`src/rtl/isadp_pkg.sv`:
```
package isadp_pkg;

   // ------------------------------------------------------------
   // Widths and register counts
   // ------------------------------------------------------------
   localparam int HOST_ADDR_W = 4;    // Offset bits inside a host block
   localparam int WIDE_REGS   = 8;    // 16-bit ports per main/game block
   localparam int MIDI_REGS   = 2;    // 8-bit ports in the MIDI block
   localparam int DSP_ADDR_W  = 4;    // Processor I/O port address bits
   localparam int DSP_PORTS   = 16;   // Processor I/O ports

   // ------------------------------------------------------------
   // Host side decode choices
   // ------------------------------------------------------------
   localparam logic [2:0] DIRECT_ACCESS_IDX = 3'h4;   // Main port that reaches processor memory

   // ------------------------------------------------------------
   // Processor port map
   // ------------------------------------------------------------
   localparam logic [3:0] PORT_TABLE_DATA = 4'h5;   // Extended table memory data
   localparam logic [2:0] PAIR_MIX_ONE    = 3'h4;   // Ports 8,9
   localparam logic [2:0] PAIR_MIX_TWO    = 3'h5;   // Ports A,B
   localparam logic [2:0] PAIR_MIX_CTL    = 3'h6;   // Ports C,D
   localparam logic [2:0] PAIR_EXT_PORT   = 3'h7;   // Ports E,F

   // ------------------------------------------------------------
   // Types
   // ------------------------------------------------------------
   typedef enum logic [1:0] {HOST_IDLE, HOST_HOLD_WAIT, HOST_GRANTED} isadp_host_state_type;

   // Raw pin inputs, sampled as one word by the synchroniser
   typedef struct packed {
      logic                   mainSelN;
      logic                   midiSelN;
      logic                   gameSelN;
      logic                   rdN;
      logic                   wrN;
      logic [HOST_ADDR_W-1:0] addr;
      logic                   grantN;
      logic                   dmaActive;
      logic                   dspRdN;
      logic                   dspWrN;
      logic [DSP_ADDR_W-1:0]  dspAddr;
   } isadp_pins_type;

   localparam isadp_pins_type PINS_IDLE = '{mainSelN: 1'b1, midiSelN: 1'b1, gameSelN: 1'b1,
                                            rdN: 1'b1, wrN: 1'b1, addr: 4'h0, grantN: 1'b1,
                                            dmaActive: 1'b0, dspRdN: 1'b1, dspWrN: 1'b1,
                                            dspAddr: 4'h0};

   // ------------------------------------------------------------
   // One-hot decode of a port index
   // ------------------------------------------------------------
   function automatic logic [15:0] isadp_onehot(input logic [3:0] idx, input logic en);
      isadp_onehot = en ? (16'h0001 << idx) : 16'h0000;
   endfunction : isadp_onehot

endpackage : isadp_pkg

```
`src/rtl/isadp_dsp_if.sv`:
```
interface isadp_dsp_if;
   logic [3:0]  addr;
   logic        rdAct;
   logic        wrAct;
   logic [15:0] portRd;
   logic [15:0] portWr;
   logic        mix1;
   logic        mix2;
   logic        mixer_control_select;
   logic        extWr;
   logic        extRd;
   logic        memWr;
   logic        memRd;

   modport host (output addr, rdAct, wrAct,
                 input portRd, portWr, mix1, mix2, mixer_control_select, extWr, extRd, memWr, memRd);
   modport dec  (input addr, rdAct, wrAct,
                 output portRd, portWr, mix1, mix2, mixer_control_select, extWr, extRd, memWr, memRd);
endinterface : isadp_dsp_if

```
`src/rtl/isadp_dsp_decode.sv`:
```
module isadp_dsp_decode (
   // Processor port bundle, decoder side
   isadp_dsp_if.dec d
);
   logic [2:0] pairIdx;

   // ------------------------------------------------------------
   // Processor port decode, purely combinational so the access needs no wait
   // ------------------------------------------------------------
   assign pairIdx = d.addr[3:1];
   assign d.portRd = isadp_pkg::isadp_onehot(d.addr, d.rdAct);
   assign d.portWr = isadp_pkg::isadp_onehot(d.addr, d.wrAct);
   // Off-chip strobes: mixers are write only, the spare pair splits by direction
   assign d.mix1   = d.wrAct && (pairIdx == isadp_pkg::PAIR_MIX_ONE);
   assign d.mix2   = d.wrAct && (pairIdx == isadp_pkg::PAIR_MIX_TWO);
   assign d.mixer_control_select = d.wrAct && (pairIdx == isadp_pkg::PAIR_MIX_CTL);
   assign d.extWr  = d.wrAct && (pairIdx == isadp_pkg::PAIR_EXT_PORT);
   assign d.extRd  = d.rdAct && (pairIdx == isadp_pkg::PAIR_EXT_PORT);
   // Table memory: an input reads it, an output writes it
   assign d.memRd  = d.rdAct && (d.addr == isadp_pkg::PORT_TABLE_DATA);
   assign d.memWr  = d.wrAct && (d.addr == isadp_pkg::PORT_TABLE_DATA);

endmodule : isadp_dsp_decode

```
`src/rtl/isadp_port_decode.sv`:
```
// Notes on behaviour
// - Three host groups: 16-bit main, 8-bit MIDI, game audio; each has own select.
// - Host access accepted only while its read or write strobe qualifies a block select.
// - Block makes its own register selects and drives no-wait and channel ready.
// - No-wait asserted for register ports, withheld for direct access and DMA.
// - Direct access requests hold; host kept waiting until processor grant arrives.
// - Grant may take any time; host cycle stays stalled throughout.
// - Processor decoder makes on-chip selects and off-chip select strobes.
// - Every decoded processor I/O access completes with no wait states.
// - Port 5 input reads table memory, output writes it via memory strobes.
module isadp_port_decode (
   // Clock and reset
   input  wire logic        ref_clk,
   input  wire logic        arst_n,
   // Host block selects from the outside decoder
   input  wire logic        mainGroupSelectN,
   input  wire logic        midiGroupSelectN,
   input  wire logic        gameAudioGroupSelectN,
   // Host strobes and offset
   input  wire logic        hostReadStrobeInN,
   input  wire logic        hostWriteStrobeInN,
   input  wire logic [3:0]  hostAddr,
   input  wire logic        dmaActive,
   // Host answers
   output logic             hostNoWaitOutN,
   output logic             hostChannelReadyOut,
   output logic             hostReadyOut,
   // Host register selects
   output logic [7:0]       mainRegRead,
   output logic [7:0]       mainRegWrite,
   output logic [1:0]       midiRegRead,
   output logic [1:0]       midiRegWrite,
   output logic [7:0]       gameRegRead,
   output logic [7:0]       gameRegWrite,
   // Processor hold handshake
   output logic             processorHoldReqN,
   input  wire logic        processorBusGrantN,
   // Processor I/O port
   input  wire logic        processorReadN,
   input  wire logic        processorStrobeN,
   input  wire logic [3:0]  processorAddr,
   output logic [15:0]      dspPortRead,
   output logic [15:0]      dspPortWrite,
   // Off-chip selects
   output logic             mixerLevelOneSelectN,
   output logic             mixerLevelTwoSelectN,
   output logic             mixerControlSelectN,
   output logic             extPortWriteSelectN,
   output logic             extPortReadSelectN,
   output logic             extMemoryWriteStrobeN,
   output logic             extMemoryReadEnableN
);

   // ------------------------------------------------------------
   // State
   // ------------------------------------------------------------
   typedef struct packed {
      isadp_pkg::isadp_pins_type       pinS1;
      isadp_pkg::isadp_pins_type       pinS2;
      isadp_pkg::isadp_host_state_type hostSt;
      logic                            noWaitN;
      logic                            chanRdy;
      logic                            hostRdy;
      logic                            holdReqN;
      logic [7:0]                      mainRd;
      logic [7:0]                      mainWr;
      logic [1:0]                      midiRd;
      logic [1:0]                      midiWr;
      logic [7:0]                      gameRd;
      logic [7:0]                      gameWr;
      logic [15:0]                     portRd;
      logic [15:0]                     portWr;
      logic [6:0]                      extN;
   } isadp_state_type;

   localparam isadp_state_type STATE_RST = '{pinS1: isadp_pkg::PINS_IDLE, pinS2: isadp_pkg::PINS_IDLE,
                                             hostSt: isadp_pkg::HOST_IDLE, noWaitN: 1'b1,
                                             chanRdy: 1'b1, hostRdy: 1'b0, holdReqN: 1'b1,
                                             mainRd: 8'h00, mainWr: 8'h00, midiRd: 2'h0,
                                             midiWr: 2'h0, gameRd: 8'h00, gameWr: 8'h00,
                                             portRd: 16'h0000, portWr: 16'h0000, extN: 7'h7f};

   isadp_state_type       state_q;
   isadp_state_type       state_d;
   isadp_pkg::isadp_pins_type pinsRaw;
   isadp_pkg::isadp_pins_type p;
   logic                  hostRd;
   logic                  hostWr;
   logic                  mainHit;
   logic                  anyHit;
   logic                  directHit;
   logic [15:0]           wideOneHot;
   logic [15:0]           midiOneHot;
   isadp_dsp_if           dspBus ();

   // ------------------------------------------------------------
   // Input gathering; every pin passes two flops before use
   // ------------------------------------------------------------
   assign pinsRaw = '{mainSelN: mainGroupSelectN, midiSelN: midiGroupSelectN,
                      gameSelN: gameAudioGroupSelectN, rdN: hostReadStrobeInN,
                      wrN: hostWriteStrobeInN, addr: hostAddr, grantN: processorBusGrantN,
                      dmaActive: dmaActive, dspRdN: processorReadN, dspWrN: processorStrobeN,
                      dspAddr: processorAddr};
   assign p = state_q.pinS2;

   // Host qualification: a block select counts only under its strobe
   assign hostRd     = !p.rdN;
   assign hostWr     = !p.wrN;
   assign mainHit    = !p.mainSelN && (hostRd || hostWr);
   assign anyHit     = (!p.mainSelN || !p.midiSelN || !p.gameSelN) && (hostRd || hostWr);
   assign directHit  = mainHit && (p.addr[3:1] == isadp_pkg::DIRECT_ACCESS_IDX);
   // Wide groups index 16-bit ports, MIDI indexes bytes
   assign wideOneHot = isadp_pkg::isadp_onehot({1'b0, p.addr[3:1]}, 1'b1);
   assign midiOneHot = isadp_pkg::isadp_onehot({3'h0, p.addr[0]}, 1'b1);

   // ------------------------------------------------------------
   // Processor decoder, fed by synchronised strobes
   // ------------------------------------------------------------
   assign dspBus.addr  = p.dspAddr;
   assign dspBus.rdAct = !p.dspWrN && !p.dspRdN;
   assign dspBus.wrAct = !p.dspWrN && p.dspRdN;

   isadp_dsp_decode u_dsp_decode (
      .d (dspBus.dec)
   );

   // ------------------------------------------------------------
   // Next state
   // ------------------------------------------------------------
   always_comb begin
      state_d       = state_q;
      state_d.pinS1 = pinsRaw;
      state_d.pinS2 = state_q.pinS1;
      // Register selects exist only while a strobe is active
      state_d.mainRd = (!p.mainSelN && hostRd) ? wideOneHot[7:0] : 8'h00;
      state_d.mainWr = (!p.mainSelN && hostWr) ? wideOneHot[7:0] : 8'h00;
      state_d.midiRd = (!p.midiSelN && hostRd) ? midiOneHot[1:0] : 2'h0;
      state_d.midiWr = (!p.midiSelN && hostWr) ? midiOneHot[1:0] : 2'h0;
      state_d.gameRd = (!p.gameSelN && hostRd) ? wideOneHot[7:0] : 8'h00;
      state_d.gameWr = (!p.gameSelN && hostWr) ? wideOneHot[7:0] : 8'h00;
      // No wait for plain register ports; memory path and DMA must stretch the cycle
      state_d.noWaitN = !(anyHit && !directHit && !p.dmaActive);
      // Direct access: hold the processor, hold off the host until the grant
      case (state_q.hostSt)
         isadp_pkg::HOST_IDLE: begin
            if (directHit) begin
               state_d.hostSt = isadp_pkg::HOST_HOLD_WAIT;
            end
         end
         isadp_pkg::HOST_HOLD_WAIT: begin
            // No timeout: the grant may take arbitrarily long
            if (!directHit) begin
               state_d.hostSt = isadp_pkg::HOST_IDLE;
            end else if (!p.grantN) begin
               state_d.hostSt = isadp_pkg::HOST_GRANTED;
            end
         end
         isadp_pkg::HOST_GRANTED: begin
            if (!directHit) begin
               state_d.hostSt = isadp_pkg::HOST_IDLE;
            end
         end
         default: begin
            state_d.hostSt = isadp_pkg::HOST_IDLE;
         end
      endcase
      state_d.holdReqN = !(state_d.hostSt != isadp_pkg::HOST_IDLE);
      state_d.chanRdy  = !(state_d.hostSt == isadp_pkg::HOST_HOLD_WAIT ||
                           (state_d.hostSt == isadp_pkg::HOST_IDLE && directHit));
      state_d.hostRdy  = (state_d.hostSt == isadp_pkg::HOST_GRANTED);
      // Processor side: one registered stage, never stalled
      state_d.portRd = dspBus.portRd;
      state_d.portWr = dspBus.portWr;
      state_d.extN   = ~{dspBus.mix1, dspBus.mix2, dspBus.mixer_control_select, dspBus.extWr,
                         dspBus.extRd, dspBus.memWr, dspBus.memRd};
   end

   // ------------------------------------------------------------
   // State register
   // ------------------------------------------------------------
   always_ff @(posedge ref_clk or negedge arst_n) begin
      if (!arst_n) begin
         state_q <= STATE_RST;
      end else begin
         state_q <= state_d;
      end
   end

   // ------------------------------------------------------------
   // Outputs, straight from flops
   // ------------------------------------------------------------
   assign hostNoWaitOutN        = state_q.noWaitN;
   assign hostChannelReadyOut   = state_q.chanRdy;
   assign hostReadyOut          = state_q.hostRdy;
   assign processorHoldReqN     = state_q.holdReqN;
   assign mainRegRead           = state_q.mainRd;
   assign mainRegWrite          = state_q.mainWr;
   assign midiRegRead           = state_q.midiRd;
   assign midiRegWrite          = state_q.midiWr;
   assign gameRegRead           = state_q.gameRd;
   assign gameRegWrite          = state_q.gameWr;
   assign dspPortRead           = state_q.portRd;
   assign dspPortWrite          = state_q.portWr;
   assign mixerLevelOneSelectN  = state_q.extN[6];
   assign mixerLevelTwoSelectN  = state_q.extN[5];
   assign mixerControlSelectN   = state_q.extN[4];
   assign extPortWriteSelectN   = state_q.extN[3];
   assign extPortReadSelectN    = state_q.extN[2];
   assign extMemoryWriteStrobeN = state_q.extN[1];
   assign extMemoryReadEnableN  = state_q.extN[0];
endmodule : isadp_port_decode

```
`config.mk`:
```
export PLATFORM = sky130hd
export DESIGN_NAME = isadp_port_decode
export DESIGN_NICKNAME = d
export VERILOG_FILES = /design/src/rtl/isadp_pkg.sv /design/src/rtl/isadp_dsp_if.sv /design/src/rtl/isadp_dsp_decode.sv /design/src/rtl/isadp_port_decode.sv
export SDC_FILE = /design/constraint.sdc
export NUM_CORES = 1
export LEC_CHECK = 0
export BUFFER_PORTS_ARGS = -buffer_cell sky130_fd_sc_hd__buf_2
export CAP_MARGIN = 20
export CORE_MARGIN = 1.5
export CORE_UTILIZATION = 47
export DETAILED_ROUTE_END_ITERATION = 7
export HOLD_SLACK_MARGIN = 0.08
export PLACE_DENSITY = 0.74
export SLEW_MARGIN = 20
export SYNTH_ARGS = -nofsm -noshare
export SYNTH_HDL_FRONTEND = slang
export SYNTH_SLANG_ARGS = --single-unit
```
`constraint.sdc`:
```
create_clock -name ref_clk -period 1.4 [get_ports ref_clk]
set_input_delay 0.14 -clock ref_clk [delete_from_list [all_inputs] [get_ports ref_clk]]
set_output_delay 0.14 -clock ref_clk [all_outputs]
set_load 0.02 [all_outputs]
```
==> impl_summary.md <==
Status
The flow ran to the end, and the final reports show no timing, DRC or antenna violations.

Floorplan
The floorplan step set the die height to 96.2 um. For this configuration, the core starts out at a cell density of 0.492. The die covers 9250 um2.

98 I/O pins were placed. The floorplan step set the die width to 96.2 um. The core region area is 8300 um2. The cell row count is 33.

Worst setup path
The most critical setup path has its startpoint at dspBus.addr[3]. The start of the worst register-to-register path is dspBus.addr[3]. In this run the worst path has a maximum fanout of 9.

For the worst setup path, the data required time is 1830 ps. STA classifies the critical path endpoint as a flip-flop. The arrival time reported for the critical path endpoint is 1780 ps.

The type of the setup path with the least slack is flip-flop to flip-flop. The worst setup path is launched from a flip-flop.

Drt
In the final routed layout, each cell accounts on average for 14.4 um. The sum of routed wire length over all layers is 7050 um. For this run, the detailed router's first-pass iteration total came to 4.

In the routed design, unresolved DRC markers number 0. For this block, the via count after detailed routing is 2,247. The via-per-instance ratio is 4.59. The number of routed nets with antenna violations is 0. The number of DRC markers after the initial detailed-route iteration is 31.

STA
The worst pin sits at a relative slew slack of 0.740. On the final layout, the worst hold slack is 173 ps. The final-report max-slew violation count is 0. The final worst clock skew is 15.3 ps. The total negative setup slack is 0 ps.

Once routing completed, OpenROAD measured the worst setup slack at 58.4 ps. Based on the critical path, the design can be clocked at up to 745 MHz. Setup violations remaining at the end of the flow were counted as 0. Of the available clock period, the critical path in the final layout requires 0.958.

Setup repair after global routing left no endpoint under its margin. The routed design could run at a clock period as short as 1340 ps. The final number of hold-violating endpoints is 0. The pin slew with the least headroom to its limit is 390 ps.

Layout
The final design instance area without fill is 5010 um2. The layout has 644 filler cells. The finished layout holds 490 standard cells, fillers aside. The end-of-flow core utilization is 0.603. The total area of multi-input combinational cells is 616 um2.

In the final design database the tool counted 391 nets. Registers take 2910 um2. The most common cell after layout, fill and taps aside is buf_2. The layout cell share with drive strength beyond 1 is 0.473.

The layout overhead on the synthesized area is 22.6%. The top cell types in the final layout, fill and taps aside, are buf_2 (96), dfrtp_1 (89), nor2_1 (56), dfstp_2 (26), dlygate4sd3_1 (18). The number of inserted diodes is 0.

Synthesis
The total of warnings raised by yosys is 0. Of the synthesized area, sequential elements account for 0.713. Of the post-synthesis cell area, the dominant cell type holds 0.546. Counting every instance in the synthesized netlist gives 304. Each instance of the synthesized netlist takes up on average 13.4 um2. After synthesis the netlist holds a flip-flop and latch count of 115.

The post-synth net total is 323. The count of unique library cells instantiated by Yosys is 29. In this run the cell area of the synthesized design comes to 4080 um2. Of all cell types, the one taking the most synthesized area is dfrtp_1. Yosys attributes the largest share of cell area to dfrtp_1 (55%), dfstp_2 (17%), buf_4 (13%).

Pwr
The total power is 7.86 mW. For this design the ratio of total power to cell area is 1570 nW/um2. The worst-case IR drop observed on VDD is 854 uV. The analysis attributes to cell leakage a power of 2.51 nW.

Placed design
Including well taps, the total number of placed cells is 440. The placed wire-length estimate is 4590 um. The placer's final routability congestion estimate is 0.717. The placed cell area is 4260 um2. The placement-stage worst setup slack is 12.1 ps. The count of buffers added on input and output ports is 97.

CTS
In this run the clock root is driven by a clkbuf_8. The number of buffers inserted during clock tree synthesis is 17. The worst-skew pair later-pin latency is 510 ps. The TritonCTS clock tree is yes. In this run the deepest clock path goes through 2 buffers. The clock input transition at the sequential cells of the worst setup and hold paths is 60 ps.

The number of H-tree branching levels is 4. For this design, the sink count on the clock tree is 115.

Global routing
Across every metal layer, demand over resource in global routing totals 0.171. The leftover overflow at the end of global routing is 0. The number of global-route vias before repair is 2,319.

The number of antenna violations at the first check in global routing is 0. Entering global routing, the biggest net connects 63 pins. The first-pass GRT wire length is 11,200 um.

Run
The number of violations of the max-capacitance limit is 0.

Min path
The path class of the tightest hold or removal check is primary input to asynchronous set/reset pin.
power by group:
group	switching [mW]	internal [mW]	total, mW
clock network	1.45	2.56	4.02
registers	0.0443	3.44	3.48
logic	0.218	0.140	0.358
total	1.72	6.14	7.86
repair_timing:
item	4_1_cts	5_1_grt
gates resized for setup	1	0
buffers inserted	0	0
endpoints found under the setup margin	1	0
hold endpoints to repair	132	0
hold buffers	18	0
cell type report:
| cell class | count | area share |
|---|---|---|
| inverter | 2 | 0.00150 |
| clock inverter | 13 | 0.0270 |
| tap | 105 | 0.0262 |
| clock buffer | 19 | 0.0862 |
| sequential | 115 | 0.581 |
| timing repair buffer | 126 | 0.155 |
| multi-input combinational | 110 | 0.123 |
critical path: stages, from the launching register on:
cell     delay, ps
dfrtp_1        430
or4b_1         590
or2_1          250
sequential cells by signal, summed over array words and instances, names as in the netlist, 2 cells and up:
name / cells
midiRegRead: 2
dspPortRead: 16
gameRegWrite: 8
midiRegWrite: 2
dspBus.addr: 4
state_q: 2
state_d: 17
dspPortWrite: 16
mainRegWrite: 8
mainRegRead: 8
p: 13
gameRegRead: 8
path summary, 6_finish.rpt:
kind / endpoint / slack (ps) / cells past startpoint
min in group ref_clk: state_d[84] / 270 / 2
hold reg to reg: p[8] / 350 / 0
setup reg to reg: extMemoryReadEnableN / 60 / 2
setup / recovery: extMemoryReadEnableN / 60 / 2
max in group asynchronous: mixerControlSelectN / 890 / 3
hold / removal: state_d[87] / 170 / 3
cell families after synthesis:
group                  synth area share
DFF                               0.713
and+or+nand+nor                   0.132
buffers and inverters             0.137
AOI/OAI and AO/OA                0.0178
per-layer routing:
metal,wire (um),track usage,vias up
li1,-,-,1041
met1,2680,0.179,1130
met2,3930,0.308,65
met3,348,0.0585,11
met4,96,0.0772,0
met5,0,0,-
cells in the mapped netlist, drive strengths merged:
cell	count
buf	69
or2	9
nand2	1
dfstp	26
or3b	4
inv	2
nand3	3
or3	1
a21o	1
nor3b	2
nand2b	4
a211oi	2
clkbuf	8
o211ai	1
nor3	10
nand3b	4
a21oi	1
dfrtp	89
nor2	56
a2111oi	1
a211o	1
or4b	4
nand4bb	3
and3b	1
or4	1
No activity file was read; power rests on OpenSTA's default activity.
